$ cat src/pkg/cgr_regs.svh
// Register offsets, field positions, reset values and codes for the control-input counter block.
// Assumes an 8-bit word address on a plain strobe port with 32-bit data.
//
// Function
// - Gate-and-reset mode: control fall loads primary gate with count minus previous count.
// - Gate-and-reset mode: after that load the primary counter clears to zero and keeps counting.
// - Gate-and-reset mode: control fall loads secondary gate with count minus previous count.
// - Gate-and-reset mode: after that load the secondary counter clears to zero and keeps counting.
// - Offset-and-start mode: both counters start counting on a control rising edge.
// - Both offset modes: control fall loads each counter from its offset register.
// - Plain offset mode: counters keep counting right after the offset load.
// - Both offset registers reset to zero.
// - Software can write both offset registers at their own addresses.
// - Secondary gate counter updates only in independent dual-count mode.
// - Independent mode: channel B rising edges increment the secondary counter.
`ifndef CGR_REGS_SVH
`define CGR_REGS_SVH

`define CGR_ADDR_CTRL   8'h00
`define CGR_ADDR_CNT_P  8'h01
`define CGR_ADDR_CNT_S  8'h02
`define CGR_ADDR_GATE_P 8'h03
`define CGR_ADDR_GATE_S 8'h04
`define CGR_ADDR_OFF_P  8'h79
`define CGR_ADDR_OFF_S  8'h7A

`define CGR_MODE_LSB    0
`define CGR_MODE_MSB    1
`define CGR_INDEP_BIT   2

`define CGR_CTRL_RESET  3'h0
`define CGR_OFF_RESET   32'h0000_0000

`endif

$ cat src/pkg/cgr_pkg.sv
// Types shared by the control-input counter block.
// Assumes the register header is compiled alongside it.
package cgr_pkg;

    typedef enum logic [1:0]
    {
        CGR_MODE_FREE = 2'h0,
        CGR_MODE_GCR  = 2'h1,
        CGR_MODE_ROS  = 2'h2,
        CGR_MODE_RO   = 2'h3
    } cgr_mode_t;

    typedef enum logic [1:0]
    {
        CGR_ST_RUN  = 2'b01,
        CGR_ST_HOLD = 2'b10
    } cgr_state_t;

    typedef struct packed
    {
        logic      indep;
        cgr_mode_t mode;
    } cgr_ctrl_t;

endpackage

$ cat src/core/cgr_top.sv
// Control-input counter block: primary and secondary counters, gate counters and offsets.
// Assumes channel inputs synchronous to clock and a single-cycle strobe register port.
//
// Added by the designer: the strobed register port.
`timescale 1ns/1ns
`include "cgr_regs.svh"

module cgr_top
    import cgr_pkg::*;
#(
    parameter int W = 32
)
(
    input  wire logic          clock,
    input  wire logic          rstn,
    input  wire logic          sig_a,
    input  wire logic          sig_b,
    input  wire logic          sig_c,
    input  wire logic [7:0]    addr,
    input  wire logic [31:0]   wdata,
    input  wire logic          wr_stb,
    input  wire logic          rd_stb,
    output logic      [31:0]   rdata,
    output logic      [W-1:0]  cnt_p,
    output logic      [W-1:0]  cnt_s,
    output logic      [W-1:0]  gate_p,
    output logic      [W-1:0]  gate_s
);

    ////////////////////////////////////////////////////////////////////////////
    logic       c_s1_q;
    logic       c_s2_q;
    logic       c_s3_q;
    logic       a_q;
    logic       b_q;
    logic       rise_a;
    logic       rise_b;
    logic       rise_c;
    logic       fall_c;

    // The control line comes from switches and sensors, so it is resynchronised
    // even though the channel lines are trusted to be synchronous.
    always_ff @(posedge clock or negedge rstn)
    begin
        if (!rstn)
        begin
            c_s1_q <= 1'b1;
            c_s2_q <= 1'b1;
            c_s3_q <= 1'b1;
        end
        else
        begin
            c_s1_q <= sig_c;
            c_s2_q <= c_s1_q;
            c_s3_q <= c_s2_q;
        end
    end

    always_ff @(posedge clock or negedge rstn)
    begin
        if (!rstn)
        begin
            a_q <= 1'b0;
            b_q <= 1'b0;
        end
        else
        begin
            a_q <= sig_a;
            b_q <= sig_b;
        end
    end

    assign rise_a = sig_a & ~a_q;
    assign rise_b = sig_b & ~b_q;
    assign rise_c = c_s2_q & ~c_s3_q;
    assign fall_c = ~c_s2_q & c_s3_q;

    ////////////////////////////////////////////////////////////////////////////
    cgr_ctrl_t  ctrl_q;
    logic [W-1:0] off_p_q;
    logic [W-1:0] off_s_q;
    logic       wr_ctrl;
    logic       wr_off_p;
    logic       wr_off_s;

    assign wr_ctrl  = wr_stb && (addr == `CGR_ADDR_CTRL);
    assign wr_off_p = wr_stb && (addr == `CGR_ADDR_OFF_P);
    assign wr_off_s = wr_stb && (addr == `CGR_ADDR_OFF_S);

    always_ff @(posedge clock or negedge rstn)
    begin
        if (!rstn)
            ctrl_q <= cgr_ctrl_t'(`CGR_CTRL_RESET);
        else if (wr_ctrl)
            ctrl_q <= cgr_ctrl_t'(wdata[`CGR_INDEP_BIT:`CGR_MODE_LSB]);
    end

    always_ff @(posedge clock or negedge rstn)
    begin
        if (!rstn)
        begin
            off_p_q <= W'(`CGR_OFF_RESET);
            off_s_q <= W'(`CGR_OFF_RESET);
        end
        else
        begin
            if (wr_off_p)
                off_p_q <= wdata[W-1:0];
            if (wr_off_s)
                off_s_q <= wdata[W-1:0];
        end
    end

    ////////////////////////////////////////////////////////////////////////////
    cgr_state_t state_q;
    logic       is_gcr;
    logic       is_off;
    logic       run;

    assign is_gcr = (ctrl_q.mode == CGR_MODE_GCR);
    assign is_off = (ctrl_q.mode == CGR_MODE_ROS) || (ctrl_q.mode == CGR_MODE_RO);
    // A hold left by a mode change must not swallow the edge of that same cycle.
    assign run    = ((state_q == CGR_ST_RUN) || (ctrl_q.mode != CGR_MODE_ROS)) && !fall_c;

    always_ff @(posedge clock or negedge rstn)
    begin
        if (!rstn)
            state_q <= CGR_ST_RUN;
        else
        begin
            case (state_q)
                CGR_ST_RUN:
                    if (fall_c && ctrl_q.mode == CGR_MODE_ROS)
                        state_q <= CGR_ST_HOLD;
                CGR_ST_HOLD:
                    if (rise_c || ctrl_q.mode != CGR_MODE_ROS)
                        state_q <= CGR_ST_RUN;
                default:
                    state_q <= CGR_ST_RUN;
            endcase
        end
    end

    ////////////////////////////////////////////////////////////////////////////
    logic [W-1:0] cnt_p_q;
    logic [W-1:0] cnt_s_q;
    logic [W-1:0] prev_p_q;
    logic [W-1:0] prev_s_q;
    logic [W-1:0] gate_p_q;
    logic [W-1:0] gate_s_q;
    logic [1:0]   inc_p;
    logic         inc_s;

    // Without the independent mode channel B adds into the primary counter.
    assign inc_p = {1'b0, rise_a} + {1'b0, rise_b & ~ctrl_q.indep};
    assign inc_s = rise_b & ctrl_q.indep;

    // A channel edge in the very cycle of a control fall is dropped in every mode; outside
    // free mode the counter is being cleared or reloaded and that edge belongs to neither side.
    always_ff @(posedge clock or negedge rstn)
    begin
        if (!rstn)
            cnt_p_q <= '0;
        else if (fall_c && is_gcr)
            cnt_p_q <= '0;
        else if (fall_c && is_off)
            cnt_p_q <= off_p_q;
        else if (run)
            cnt_p_q <= cnt_p_q + W'(inc_p);
    end

    always_ff @(posedge clock or negedge rstn)
    begin
        if (!rstn)
            cnt_s_q <= '0;
        else if (fall_c && is_gcr)
            cnt_s_q <= '0;
        else if (fall_c && is_off)
            cnt_s_q <= off_s_q;
        else if (run && inc_s)
            cnt_s_q <= cnt_s_q + W'(1);
    end

    // The previous-edge snapshot follows every control fall, so a switch into
    // gate-and-reset mode measures from the last real edge.
    always_ff @(posedge clock or negedge rstn)
    begin
        if (!rstn)
        begin
            prev_p_q <= '0;
            prev_s_q <= '0;
        end
        else if (fall_c)
        begin
            prev_p_q <= is_gcr ? '0 : (is_off ? off_p_q : cnt_p_q);
            prev_s_q <= is_gcr ? '0 : (is_off ? off_s_q : cnt_s_q);
        end
    end

    always_ff @(posedge clock or negedge rstn)
    begin
        if (!rstn)
        begin
            gate_p_q <= '0;
            gate_s_q <= '0;
        end
        else if (fall_c && is_gcr)
        begin
            gate_p_q <= cnt_p_q - prev_p_q;
            if (ctrl_q.indep)
                gate_s_q <= cnt_s_q - prev_s_q;
        end
    end

    ////////////////////////////////////////////////////////////////////////////
    logic [31:0] rdata_q;
    logic [31:0] rd_mux;

    function automatic logic [31:0] widen(input logic [W-1:0] v);
        widen = 32'(v);
    endfunction

    always_comb
    begin
        case (addr)
            `CGR_ADDR_CTRL:   rd_mux = {29'h0, ctrl_q};
            `CGR_ADDR_CNT_P:  rd_mux = widen(cnt_p_q);
            `CGR_ADDR_CNT_S:  rd_mux = widen(cnt_s_q);
            `CGR_ADDR_GATE_P: rd_mux = widen(gate_p_q);
            `CGR_ADDR_GATE_S: rd_mux = widen(gate_s_q);
            `CGR_ADDR_OFF_P:  rd_mux = widen(off_p_q);
            `CGR_ADDR_OFF_S:  rd_mux = widen(off_s_q);
            default:          rd_mux = 32'h0000_0000;
        endcase
    end

    // Read data stand for exactly one cycle after the strobe, zero otherwise.
    always_ff @(posedge clock or negedge rstn)
    begin
        if (!rstn)
            rdata_q <= 32'h0000_0000;
        else if (rd_stb)
            rdata_q <= rd_mux;
        else
            rdata_q <= 32'h0000_0000;
    end

    assign rdata  = rdata_q;
    assign cnt_p  = cnt_p_q;
    assign cnt_s  = cnt_s_q;
    assign gate_p = gate_p_q;
    assign gate_s = gate_s_q;
endmodule // cgr_top

$ cat config.mk
export PLATFORM = sky130hd
export DESIGN_NAME = cgr_top
export DESIGN_NICKNAME = d
export VERILOG_FILES = /design/src/pkg/cgr_pkg.sv /design/src/core/cgr_top.sv
export VERILOG_INCLUDE_DIRS = /design/src /design/src/pkg
export SDC_FILE = /design/constraint.sdc
export NUM_CORES = 1
export LEC_CHECK = 0
export ABC_AREA = 1
export BUFFER_PORTS_ARGS = -buffer_cell sky130_fd_sc_hd__buf_4
export CAP_MARGIN = 20
export CORE_ASPECT_RATIO = 2
export CORE_UTILIZATION = 34
export CTS_BUF_LIST = sky130_fd_sc_hd__clkbuf_8
export DETAILED_ROUTE_END_ITERATION = 7
export PLACE_DENSITY_LB_ADDON = 0.08
export SLEW_MARGIN = 20
export SYNTH_ARGS = -nofsm -noshare
export SYNTH_HDL_FRONTEND = slang
export SYNTH_SLANG_ARGS = --single-unit
$ cat constraint.sdc
create_clock -name clock -period 3.2 [get_ports clock]
set_clock_uncertainty 0.2 [all_clocks]
set_input_delay 0.64 -clock clock [delete_from_list [all_inputs] [get_ports clock]]
set_output_delay 0.64 -clock clock [all_outputs]
set_load 0.05 [all_outputs]
==> summary.md, run 1 <==
| Metric | Value |
|---|---|
| Run status | `complete, no violations` |
| RSZ-0062 raised after global routing | `false` |
| Syn. warnings | `0` |
| Gr ovfl total | `0` |
| Syn_nets | `roughly 3000` |
| Post-route ant nets | `0` |
| Root Driver | `clkbuf_8` |
| Total core area | `about 57000 um2` |
| Initial antenna violation count | `1` |
| Worst Hold Endpoint | `rdata[0]$_DFF_PN0_` |
| Critical path required time | `roughly 3.5 ns` |
| I/O pins | `roughly 210` |
| Lkg Pwr | `about 12 nW` |
| Fillcell total | `approximately 6000` |
| Worst reg-to-reg path cell count | `13` |
| Routability congestion estimate | `0.979` |
| Die area | `between 50000 and 60000 um2` |
| DP HPWL | `around 70000 um` |
| Ys flop type | `dfrtp_1` |
| # setup viols final | `0` |
| Drt drc | `0` |
| First-pass GRT wire length | `129000 um` |
| Setup Total Neg Slack | `0 ns` |
| CTS tree | `done` |
| Final Power | `about 17 mW` |
| Final Hold Vio Count | `0` |
| Minimum clock period | `just under 3 ns` |
| Clock transition at path regs | `around 0.07 ns` |
| R2R Path End | `gate_s[28]$_DFFE_PN0P_` |
| Gate Count Post-Synth | `~2900` |
| DR vias | `a little over 20000` |
| # Post-CTS Setup Buffers | `0` |
| IO Port Bufs | `slightly above 200` |
| Die height | `341 um` |
| Syn Area/Cell | `slightly below 7 um2` |
| Clock Tree Buf Depth | `3` |
| Power per cell area | `722 nW/um2` |
| Worst slew pin tran | `0.741 ns` |
| CTS sink count | `298` |
| Later-pin clock latency in the skew report | `around 0.65 ns` |
| Overall routing resource usage | `a little under a third` |
| Max-Cap Viols | `0` |
| Relative slew slack | `~51%` |
| Reg area | `~7500 um2` |
| Seq/Total Area, Yosys | `a little under two fifths` |
| Combinational power share | `between 40% and 50%` |
| CP max FO | `6` |
| Area grow syn2layout | `19.3%` |
| Tcrit/Tclk final | `about nine tenths` |
| Switch Pwr | `between 8 and 9 mW` |
| TritonCTS Buffers | `slightly above 50` |
| Layout cells sized above 1 | `12.8%` |
| Pint | `slightly below 9 mW` |
| EDFF count, synth | `0` |
| Count of state elements after synthesis | `a little under 300` |
| WS Path Type | `input pin to flop` |
| CP startpoint kind | `input pin` |
| Clock power frac | `a little over a fifth` |
| Reg-to-Reg Start | `cnt_s[0]$_DFFE_PN0P_` |
| Vias in the first global route | `~20000` |
| Hold path start | `rd_stb` |
| Post-Syn Area | `around 20000 um2` |
| WHS Path Cells | `3` |
| H-tree levels | `2` |
| Initial drt markers | `approximately 1500` |
| Initial Util | `roughly 34%` |
| Placed Instance Area | `about 22000 um2` |
| Area occupied by multi-input gates | `approximately 9900 um2` |
| Sequential share of power | `around 28%` |
| Routed len/inst | `between 20 and 25 um` |
| Max-slew violation count | `0` |
| CP Capture Type | `flop` |
| Worst ir drop on vdd | `0.684 mV` |
| Flop2flop setup slack | `approximately 0.4 ns` |
| Fraction of registers with async set/reset | `100%` |
| Worst Hold Class | `input pin to flop` |
| Site Rows | `124` |
| Die width | `172 um` |
| Final net count | `around 3200` |
| Drt first pass iters | `6` |
| Post-route cell area | `~23000 um2` |
| Via density | `around 5.1` |
| Maximum clock frequency | `0.341 GHz` |
| WL final | `approximately 88000 um` |
| Switching Share | `48.6%` |
| Yosys cell types | `41` |
| Crit path DAT | `between 3 and 4 ns` |
| Largest net degree at the start of global routing | `67` |
## flip-flops by register name (all words and copies together), names as in the netlist, 2 cells and up
signal and cells:
prev_s_q 32, cnt_s 32, prev_p_q 32, cnt_p 32
gate_p 32, off_p_q 32, ctrl_q 3, gate_s 32
rdata 32, off_s_q 32, state_q 2
## placed cells by master, fill, tap and decap left out, drive strengths merged, types with 16 or more instances in the layout
| cell type | count |
|---|---|
| inv | 494 |
| nor3 | 63 |
| dfrtp | 294 |
| buf | 273 |
| nand2 | 909 |
| o21ai | 287 |
| a21oi | 85 |
| ha | 64 |
| clkbuf | 70 |
| nand3 | 148 |
| xnor2 | 16 |
| o22ai | 126 |
| nor2 | 215 |
| nand4 | 21 |
| xor2 | 36 |
## Yosys cell counts, drive strengths merged (9+ instances only)
| cell type | instances | area share [%] |
|---|---|---|
| xnor2 | 16 | 0.72 |
| o21ai | 287 | 7.3 |
| nand2 | 909 | 18 |
| nand3b | 15 | 0.58 |
| dfrtp | 294 | 38 |
| clkbuf | 62 | 1.2 |
| buf | 31 | 0.82 |
| xor2 | 36 | 1.6 |
| o22ai | 126 | 4.0 |
| inv | 481 | 9.2 |
| nor3 | 63 | 1.9 |
| nor2 | 215 | 4.4 |
| a21oi | 85 | 2.2 |
| nand4 | 21 | 0.67 |
| nand3 | 148 | 3.9 |
| o211ai | 9 | 0.35 |
| ha | 64 | 4.1 |
## how the worst max path moves through the flow
stage	cells past startpoint	start	slack (ns)	to
after floorplan	13	cnt_p[0]$_DFFE_PN0P_	0.66	gate_p[20]$_DFFE_PN0P_
after CTS	17	sig_b	0.29	cnt_p[24]$_DFFE_PN0P_
after detailed placement	16	sig_b	0.15	cnt_p[24]$_DFFE_PN0P_
final	17	sig_b	0.27	cnt_p[24]$_DFFE_PN0P_
after global placement	16	sig_a	0.15	cnt_p[24]$_DFFE_PN0P_
after global routing	17	sig_b	0.008	cnt_p[24]$_DFFE_PN0P_
## layout make-up
type	count	share of cell area, %
inverter	482	7.76
clock inverter	21	0.381
clock buffer	70	4.13
timing repair buffer	277	9.26
sequential	298	32.0
antenna	1	0.0107
tap	756	4.06
multi-input combinational	2020	42.4
## critical path, cell delays in order
cell and delay [ns]:
dlygate4sd3_1 0.53, buf_4 0.11, nand2_1 0.06, nor2_1 0.12, fa_1 0.22, ha_1 0.18
nand2_1 0.07, inv_1 0.10, nand3_2 0.13, nor2_1 0.30, nand2_1 0.21, inv_2 0.16
nand2_1 0.10, o21ai_1 0.14, nand3_1 0.08, nand2_1 0.08, nand2_1 0.05
## power by group through the flow
| stage | logic [mW] | clock network (mW) | registers, mW |
|---|---|---|---|
| after detailed placement | 8.31 | 0 | 4.83 |
| after floorplan | 4.29 | 0 | 5.76 |
| after global placement | 8.30 | 0 | 4.83 |
| after global routing | 9.12 | 3.94 | 4.83 |
| final | 8.37 | 3.69 | 4.78 |
| after CTS | 8.36 | 3.82 | 4.77 |
## routing by layer
layer	track usage, %	up-vias	share of wire, %
li1	-	9717	-
met1	33.0	9481	37
met2	55.2	699	52
met3	2.63	234	4.3
met4	21.0	0	7.6
met5	0	-	0
## cell families after synthesis
| family | count (synthesis) | share of synthesized area [%] |
|---|---|---|
| simple gates | 1379 | 29.3 |
| buf+inv | 575 | 11.3 |
| xor+xnor | 52 | 2.33 |
| fa+ha+maj | 67 | 4.40 |
| mux | 2 | 0.102 |
| compound gates | 520 | 14.4 |
| flops | 298 | 38.2 |
## what timing repair did
action,4_1_cts,5_1_grt
hold endpoints to repair,55,0
hold buffers,4,0
gates resized for setup,0,0
## through the flow
stage          worst slack [ns]  utilization, %  hold slack [ns]  std cells
2_1_floorplan             0.659               -            0.144       2893
3_3_place_gp              0.151            39.0            0.148       3829
3_5_place_dp              0.146            39.0            0.151       3829
4_1_cts                   0.294            41.0           0.0226       3924
5_1_grt                 0.00803            41.0           0.0648       3925
6_report                  0.266            41.0           0.0712       3925
Power figures use the tool's default switching activity.
==> inputs of run 2 (changes only) <==
- CORE_ASPECT_RATIO: 2 -> unset
==> summary.md, run 2 (synthesis gave the netlist of run 1 again) <==
| Metric | Value |
|---|---|
| Run status | `complete, no violations` |
| Later-pin clock latency in the skew report | `around 0.67 ns` |
| Minimum clock period | `2.73 ns` |
| Clock Tree Buf Depth | `3` |
| Drt drc | `0` |
| Lkg Pwr | `between 10 and 15 nW` |
| WL final | `approximately 84000 um` |
| Crit-path max cell delay | `approximately 0.54 ns` |
| Drt first pass iters | `5` |
| Reg-to-Reg Start | `cnt_s[0]$_DFFE_PN0P_` |
| Root Driver | `clkbuf_8` |
| Layout cells sized above 1 | `about an eighth` |
| Initial Util | `about a third` |
| Met2 usage | `between 40 and 50%` |
| Cell at the slowest stage of the critical path | `dlygate4sd3_1` |
| Clock transition at path regs | `approximately 0.06 ns` |
| Overall routing resource usage | `between 20% and 30%` |
| Hold path start | `wdata[28]` |
| Maximum clock frequency | `around 0.37 GHz` |
| Max-slew violation count | `0` |
| Post-route ant nets | `0` |
| Final net count | `between 3000 and 4000` |
| Crit path from | `sig_b` |
| Die height | `242 um` |
| Most frequent cells in the layout | `nand2_1 (900), inv_1 (489), dfrtp_1 (293)` |
| Critical path required time | `~3.6 ns` |
| CP max FO | `6` |
| Worst Hold Class | `input pin to flop` |
| Die width | `242 um` |
| Fillcell total | `just over 6000` |
| Final Instance Count excl. Fillers | `3933` |
| Tcrit/Tclk final | `roughly 85%` |
| GR peak layer | `met2` |
| Worst slew pin tran | `approximately 0.85 ns` |
| H-tree levels | `2` |
| First-pass GRT wire length | `about 120000 um` |
| GR Layer Usage met1 | `39.6%` |
| CP startpoint kind | `input pin` |
| DP HPWL | `between 60000 and 70000 um` |
| I/O pins | `about 210` |
| Worst ir drop on vdd | `between 0.6 and 0.7 mV` |
| Setup Total Neg Slack | `0 ns` |
| Max-Cap Viols | `0` |
| IO Port Bufs | `between 200 and 250` |
| TritonCTS Buffers | `58` |
| Fin util | `41.3%` |
| Routability congestion estimate | `between 0.9 and 1` |
| Top Family by Delay on Critical Path | `buffers and inverters` |
| CP Capture Type | `flop` |
| Area grow syn2layout | `19.6%` |
| Site Rows | `87` |
| Final Hold Vio Count | `0` |
| CTS tree | `done` |
| Placed cells | `about 3800` |
| Via density | `roughly 5` |
| Crit path DAT | `a little over 3 ns` |
| RSZ-0062 raised after global routing | `false` |
| Routed len/inst | `about 21 um` |
| Vias in the first global route | `~19000` |
| WP buf/inv | `4` |
| Largest net degree at the start of global routing | `77` |
| CTS sink count | `298` |
| Relative slew slack | `between 40% and 50%` |
| Met3 Use GR | `approximately 3.7%` |
| Commonest non-fill, non-tap cell in the layout | `nand2_1` |
| Initial drt markers | `about 1500` |
| Power per cell area | `~720 nW/um2` |
| Initial antenna violation count | `2` |
| Most numerous cell on the critical path | `nand2_1` |
| WS Path Type | `input pin to flop` |
| Gr ovfl total | `0` |
| # setup viols final | `0` |
| CP cell instances | `dlygate4sd3_1, buf_4, nand2_1, nor2_1, fa_1, ha_1, nand2_1, inv_1, nand3_2, nor2_1, nand2_1, inv_2, nand2_1, xor2_1, nand2_1, nand2_1, nand2_1` |
| Total core area | `about 57000 um2` |
| Die area | `58500 um2` |
| DR vias | `approximately 20000` |
-- run 2: final timing paths --
| kind | endpoint | slack (ns) | depth (start not counted) |
|---|---|---|---|
| max reg2reg | gate_s[28]$_DFFE_PN0P_ | 0.52 | 13 |
| max | cnt_p[16]$_DFFE_PN0P_ | 0.47 | 17 |
| min | off_s_q[28]$_DFFE_PN0P_ | 0.05 | 3 |
| min reg2reg | c_s2_q$_DFF_PN1_ | 0.16 | 0 |
| min in group asynchronous | gate_s[3]$_DFFE_PN0P_ | 0.32 | 2 |
| max in group asynchronous | gate_p[24]$_DFFE_PN0P_ | 1.71 | 3 |
-- run 2: power by group --
| part | internal [mW] | leakage (nW) | total [mW] | switching (mW) |
|---|---|---|---|---|
| registers | 4.27 | 4.05 | 4.84 | 0.578 |
| logic | 2.45 | 7.46 | 8.06 | 5.61 |
| clock network | 2.04 | 0.680 | 3.85 | 1.82 |
-- run 2: area by class of cell --
cell class	count	area, um2	share of cell area [%]
multi-input combinational	2020	9890	42.3
sequential	298	7460	31.9
timing repair buffer	272	2130	9.13
inverter	482	1810	7.74
clock buffer	70	963	4.12
tap	756	946	4.05
clock inverter	34	165	0.707
antenna	1	2.50	0.0107
-- run 2: repair_timing --
action | 4_1_cts | 5_1_grt
gates resized for setup | 0 | 0
setup endpoints to repair | 0 | 0
buffers inserted | 0 | 0
hold endpoints to repair | 54 | 0
hold buffers | 4 | 0
-- run 2: metal layers --
layer	vias up	wire, um
li1	9716	-
met1	9581	38300
met2	613	38500
met3	104	4890
met4	0	2330
met5	-	0
-- run 2: per-stage QoR --
stage / power [mW] / area (um2) / hold WS, ns / worst slack, ns
after floorplan: 10.1 / 19500 / 0.144 / 0.659
after global placement: 12.9 / 22200 / 0.146 / 0.328
after detailed placement: 12.9 / 22200 / 0.150 / 0.339
after CTS: 16.9 / 23400 / 0.00565 / 0.505
after global routing: 17.9 / 23400 / 0.0352 / 0.262
final: 16.8 / 23400 / 0.0474 / 0.473
-- run 2: worst register-to-register path, cell delays in order (launching register included) --
cell and delay (ns):
dfrtp_1 0.44, inv_1 0.14, ha_1 0.26, fa_1 0.42, inv_1 0.12, nand3_1 0.08
nand3_1 0.16, nand3_1 0.10, nand3_1 0.23, nand2_1 0.16, nand2_1 0.10, nand2_1 0.05
nand3_1 0.08, nand2_1 0.05
==> inputs of run 3 (changes only) <==
- CELL_PAD_IN_SITES_DETAIL_PLACEMENT: unset -> 1
- CELL_PAD_IN_SITES_GLOBAL_PLACEMENT: unset -> 1
- SLEW_MARGIN: 20 -> 15
==> summary.md, run 3 (synthesis gave the netlist of run 1 again) <==
| Metric | Value |
|---|---|
| Later-pin clock latency in the skew report | `a little under 0.7 ns` |
| Routed len/inst | `22.3 um` |
| Crit path from | `sig_b` |
| Initial drt markers | `1282` |
| Setup Total Neg Slack | `0 ns` |
| Root Driver | `clkbuf_8` |
| Hold slack final | `roughly 0.056 ns` |
| CP Capture Type | `flop` |
| Final Power | `17.2 mW` |
| Worst ir drop on vdd | `about 0.52 mV` |
| Fillcell total | `just over 7000` |
| Worst Hold Class | `input pin to flop` |
| Reg-to-Reg Start | `ctrl_q[1]$_DFFE_PN0P_` |
| Total core area | `between 50000 and 60000 um2` |
| Final Hold Vio Count | `0` |
| Post-cts resize count | `0` |
| Site Rows | `87` |
| IO Port Bufs | `206` |
| R2R Path End | `cnt_s[27]$_DFFE_PN0P_` |
| TritonCTS Buffers | `slightly below 60` |
| Most frequent cells in the layout | `nand2_1 (900), inv_1 (480), dfrtp_1 (293)` |
| Combinational power share | `~48%` |
| DR vias | `20500` |
| Power per cell area | `roughly 730 nW/um2` |
| WS Path Type | `input pin to flop` |
| Run status | `complete, no violations` |
| CP startpoint kind | `input pin` |
| Vias in the first global route | `approximately 22000` |
| Switch Pwr | `between 8 and 9 mW` |
| WL final | `around 88000 um` |
| CTS sink count | `between 200 and 300` |
| # Post-CTS Setup Buffers | `0` |
| Maximum clock frequency | `0.356 GHz` |
| First-pass GRT wire length | `~130000 um` |
| Final net count | `3269` |
| Pint | `8.99 mW` |
| Sequential share of power | `28.1%` |
| Drt first pass iters | `5` |
| Relative slew slack | `46.9%` |
| Crit path DAT | `approximately 3.2 ns` |
| Clock transition at path regs | `around 0.07 ns` |
| Minimum clock period | `around 2.8 ns` |
| Die width | `approximately 240 um` |
| Hold path start | `wdata[3]` |
| Initial antenna violation count | `1` |
| Critical Path End | `cnt_p[24]$_DFFE_PN0P_` |
| # setup viols final | `0` |
| Post-route ant nets | `0` |
| Tcrit/Tclk final | `87.9%` |
| Die area | `around 58000 um2` |
| Via density | `5.19` |
| Critical path required time | `approximately 3.6 ns` |
| Switching Share | `a little under half` |
| DP HPWL | `between 70000 and 80000 um` |
| Worst reg-to-reg path cell count | `9` |
| Die height | `242 um` |
| RSZ-0062 raised after global routing | `false` |
| Lkg Pwr | `about 12 nW` |
| Max-slew violation count | `0` |
| WHS Path Cells | `3` |
| Gr ovfl total | `0` |
| Drt drc | `0` |
| Clock power frac | `between 20% and 30%` |
| Area grow syn2layout | `21.1%` |
| Commonest non-fill, non-tap cell in the layout | `nand2_1` |
| I/O pins | `207` |
| Routability congestion estimate | `0.935` |
| Layout cells sized above 1 | `approximately an eighth` |
| Initial Util | `around a third` |
| Clock Tree Buf Depth | `3` |
| Largest net degree at the start of global routing | `77` |
| H-tree levels | `2` |
| Overall routing resource usage | `30.2%` |
| Flop2flop setup slack | `approximately 0.53 ns` |
| CP max FO | `6` |
| Worst slew pin tran | `0.797 ns` |
| CTS tree | `done` |
| Max-Cap Viols | `0` |
==> run 3: cell types whose count changed in the layout (fill, tap and decap cells not counted), sizes merged <==
cell and delta:
dlygate4sd3 +14, clkinvlp +2, clkinv -3, buf +8, clkbuf +8, inv -7
==> run 3: what timing repair did <==
item                                    in CTS  in global routing
hold buffers                                18                  0
endpoints found under the setup margin       0                  0
hold endpoints to repair                    61                  0
==> run 3: power by group through the flow <==
stage | combinational, mW | clock (mW) | sequential [mW]
after floorplan | 4.29 | 0 | 5.76
after global placement | 8.05 | 0 | 4.87
after detailed placement | 8.20 | 0 | 4.89
after CTS | 8.27 | 4.23 | 4.83
after global routing | 9.10 | 4.40 | 4.89
final | 8.24 | 4.13 | 4.84
==> run 3: worst max-delay path, stage by stage <==
cell	delay [ns]
dlygate4sd3_1	0.53
buf_4	0.11
nand2_1	0.06
nor2_1	0.13
fa_1	0.22
ha_1	0.18
nand2_1	0.07
inv_1	0.09
nand3_2	0.10
nor2_1	0.24
nand2_1	0.21
inv_2	0.16
nand2_1	0.10
o21ai_1	0.14
nand3_1	0.08
nand2_1	0.07
nand2_1	0.05
==> run 3: through the flow <==
| step | cell area, um2 | setup WS [ns] | std cells | utilization (%) |
|---|---|---|---|---|
| floorplan | 19500 | 0.659 | 2893 | - |
| global placement | 22300 | 0.247 | 3832 | 39.3 |
| detailed placement | 22300 | 0.256 | 3832 | 39.3 |
| CTS | 23700 | 0.473 | 3954 | 41.8 |
| global route | 23700 | 0.217 | 3955 | 41.8 |
| finish | 23700 | 0.388 | 3955 | 41.8 |
==> run 3: layout make-up <==
class / count / area [um2] / share of cell area, %
clock inverters: 26 / 154 / 0.650
inverters: 482 / 1810 / 7.64
flip-flops and latches: 298 / 7460 / 31.5
clock buffers: 78 / 1070 / 4.53
repair buffers: 294 / 2330 / 9.86
well taps: 756 / 946 / 4.00
multi-input cells: 2020 / 9890 / 41.8
diodes: 1 / 2.50 / 0.0106
==> run 3: metal layers <==
layer	up-vias	share of wire, %	global-route usage, %
met5	-	0	0
met4	0	3.1	9.46
met3	132	4.6	3.10
met2	522	46	49.2
met1	10100	46	42.0
li1	9739	-	-
==> run 3: worst min path at each step <==
| stage | to | slack (ns) |
|---|---|---|
| 6_report | off_s_q[3]$_DFFE_PN0P_ | 0.06 |
| 5_1_grt | off_p_q[9]$_DFFE_PN0P_ | 0.008 |
| 4_1_cts | off_p_q[9]$_DFFE_PN0P_ | 0.003 |
| 3_5_place_dp | c_s2_q$_DFF_PN1_ | 0.15 |
| 3_3_place_gp | c_s2_q$_DFF_PN1_ | 0.15 |
| 2_1_floorplan | a_q$_DFF_PN0_ | 0.14 |
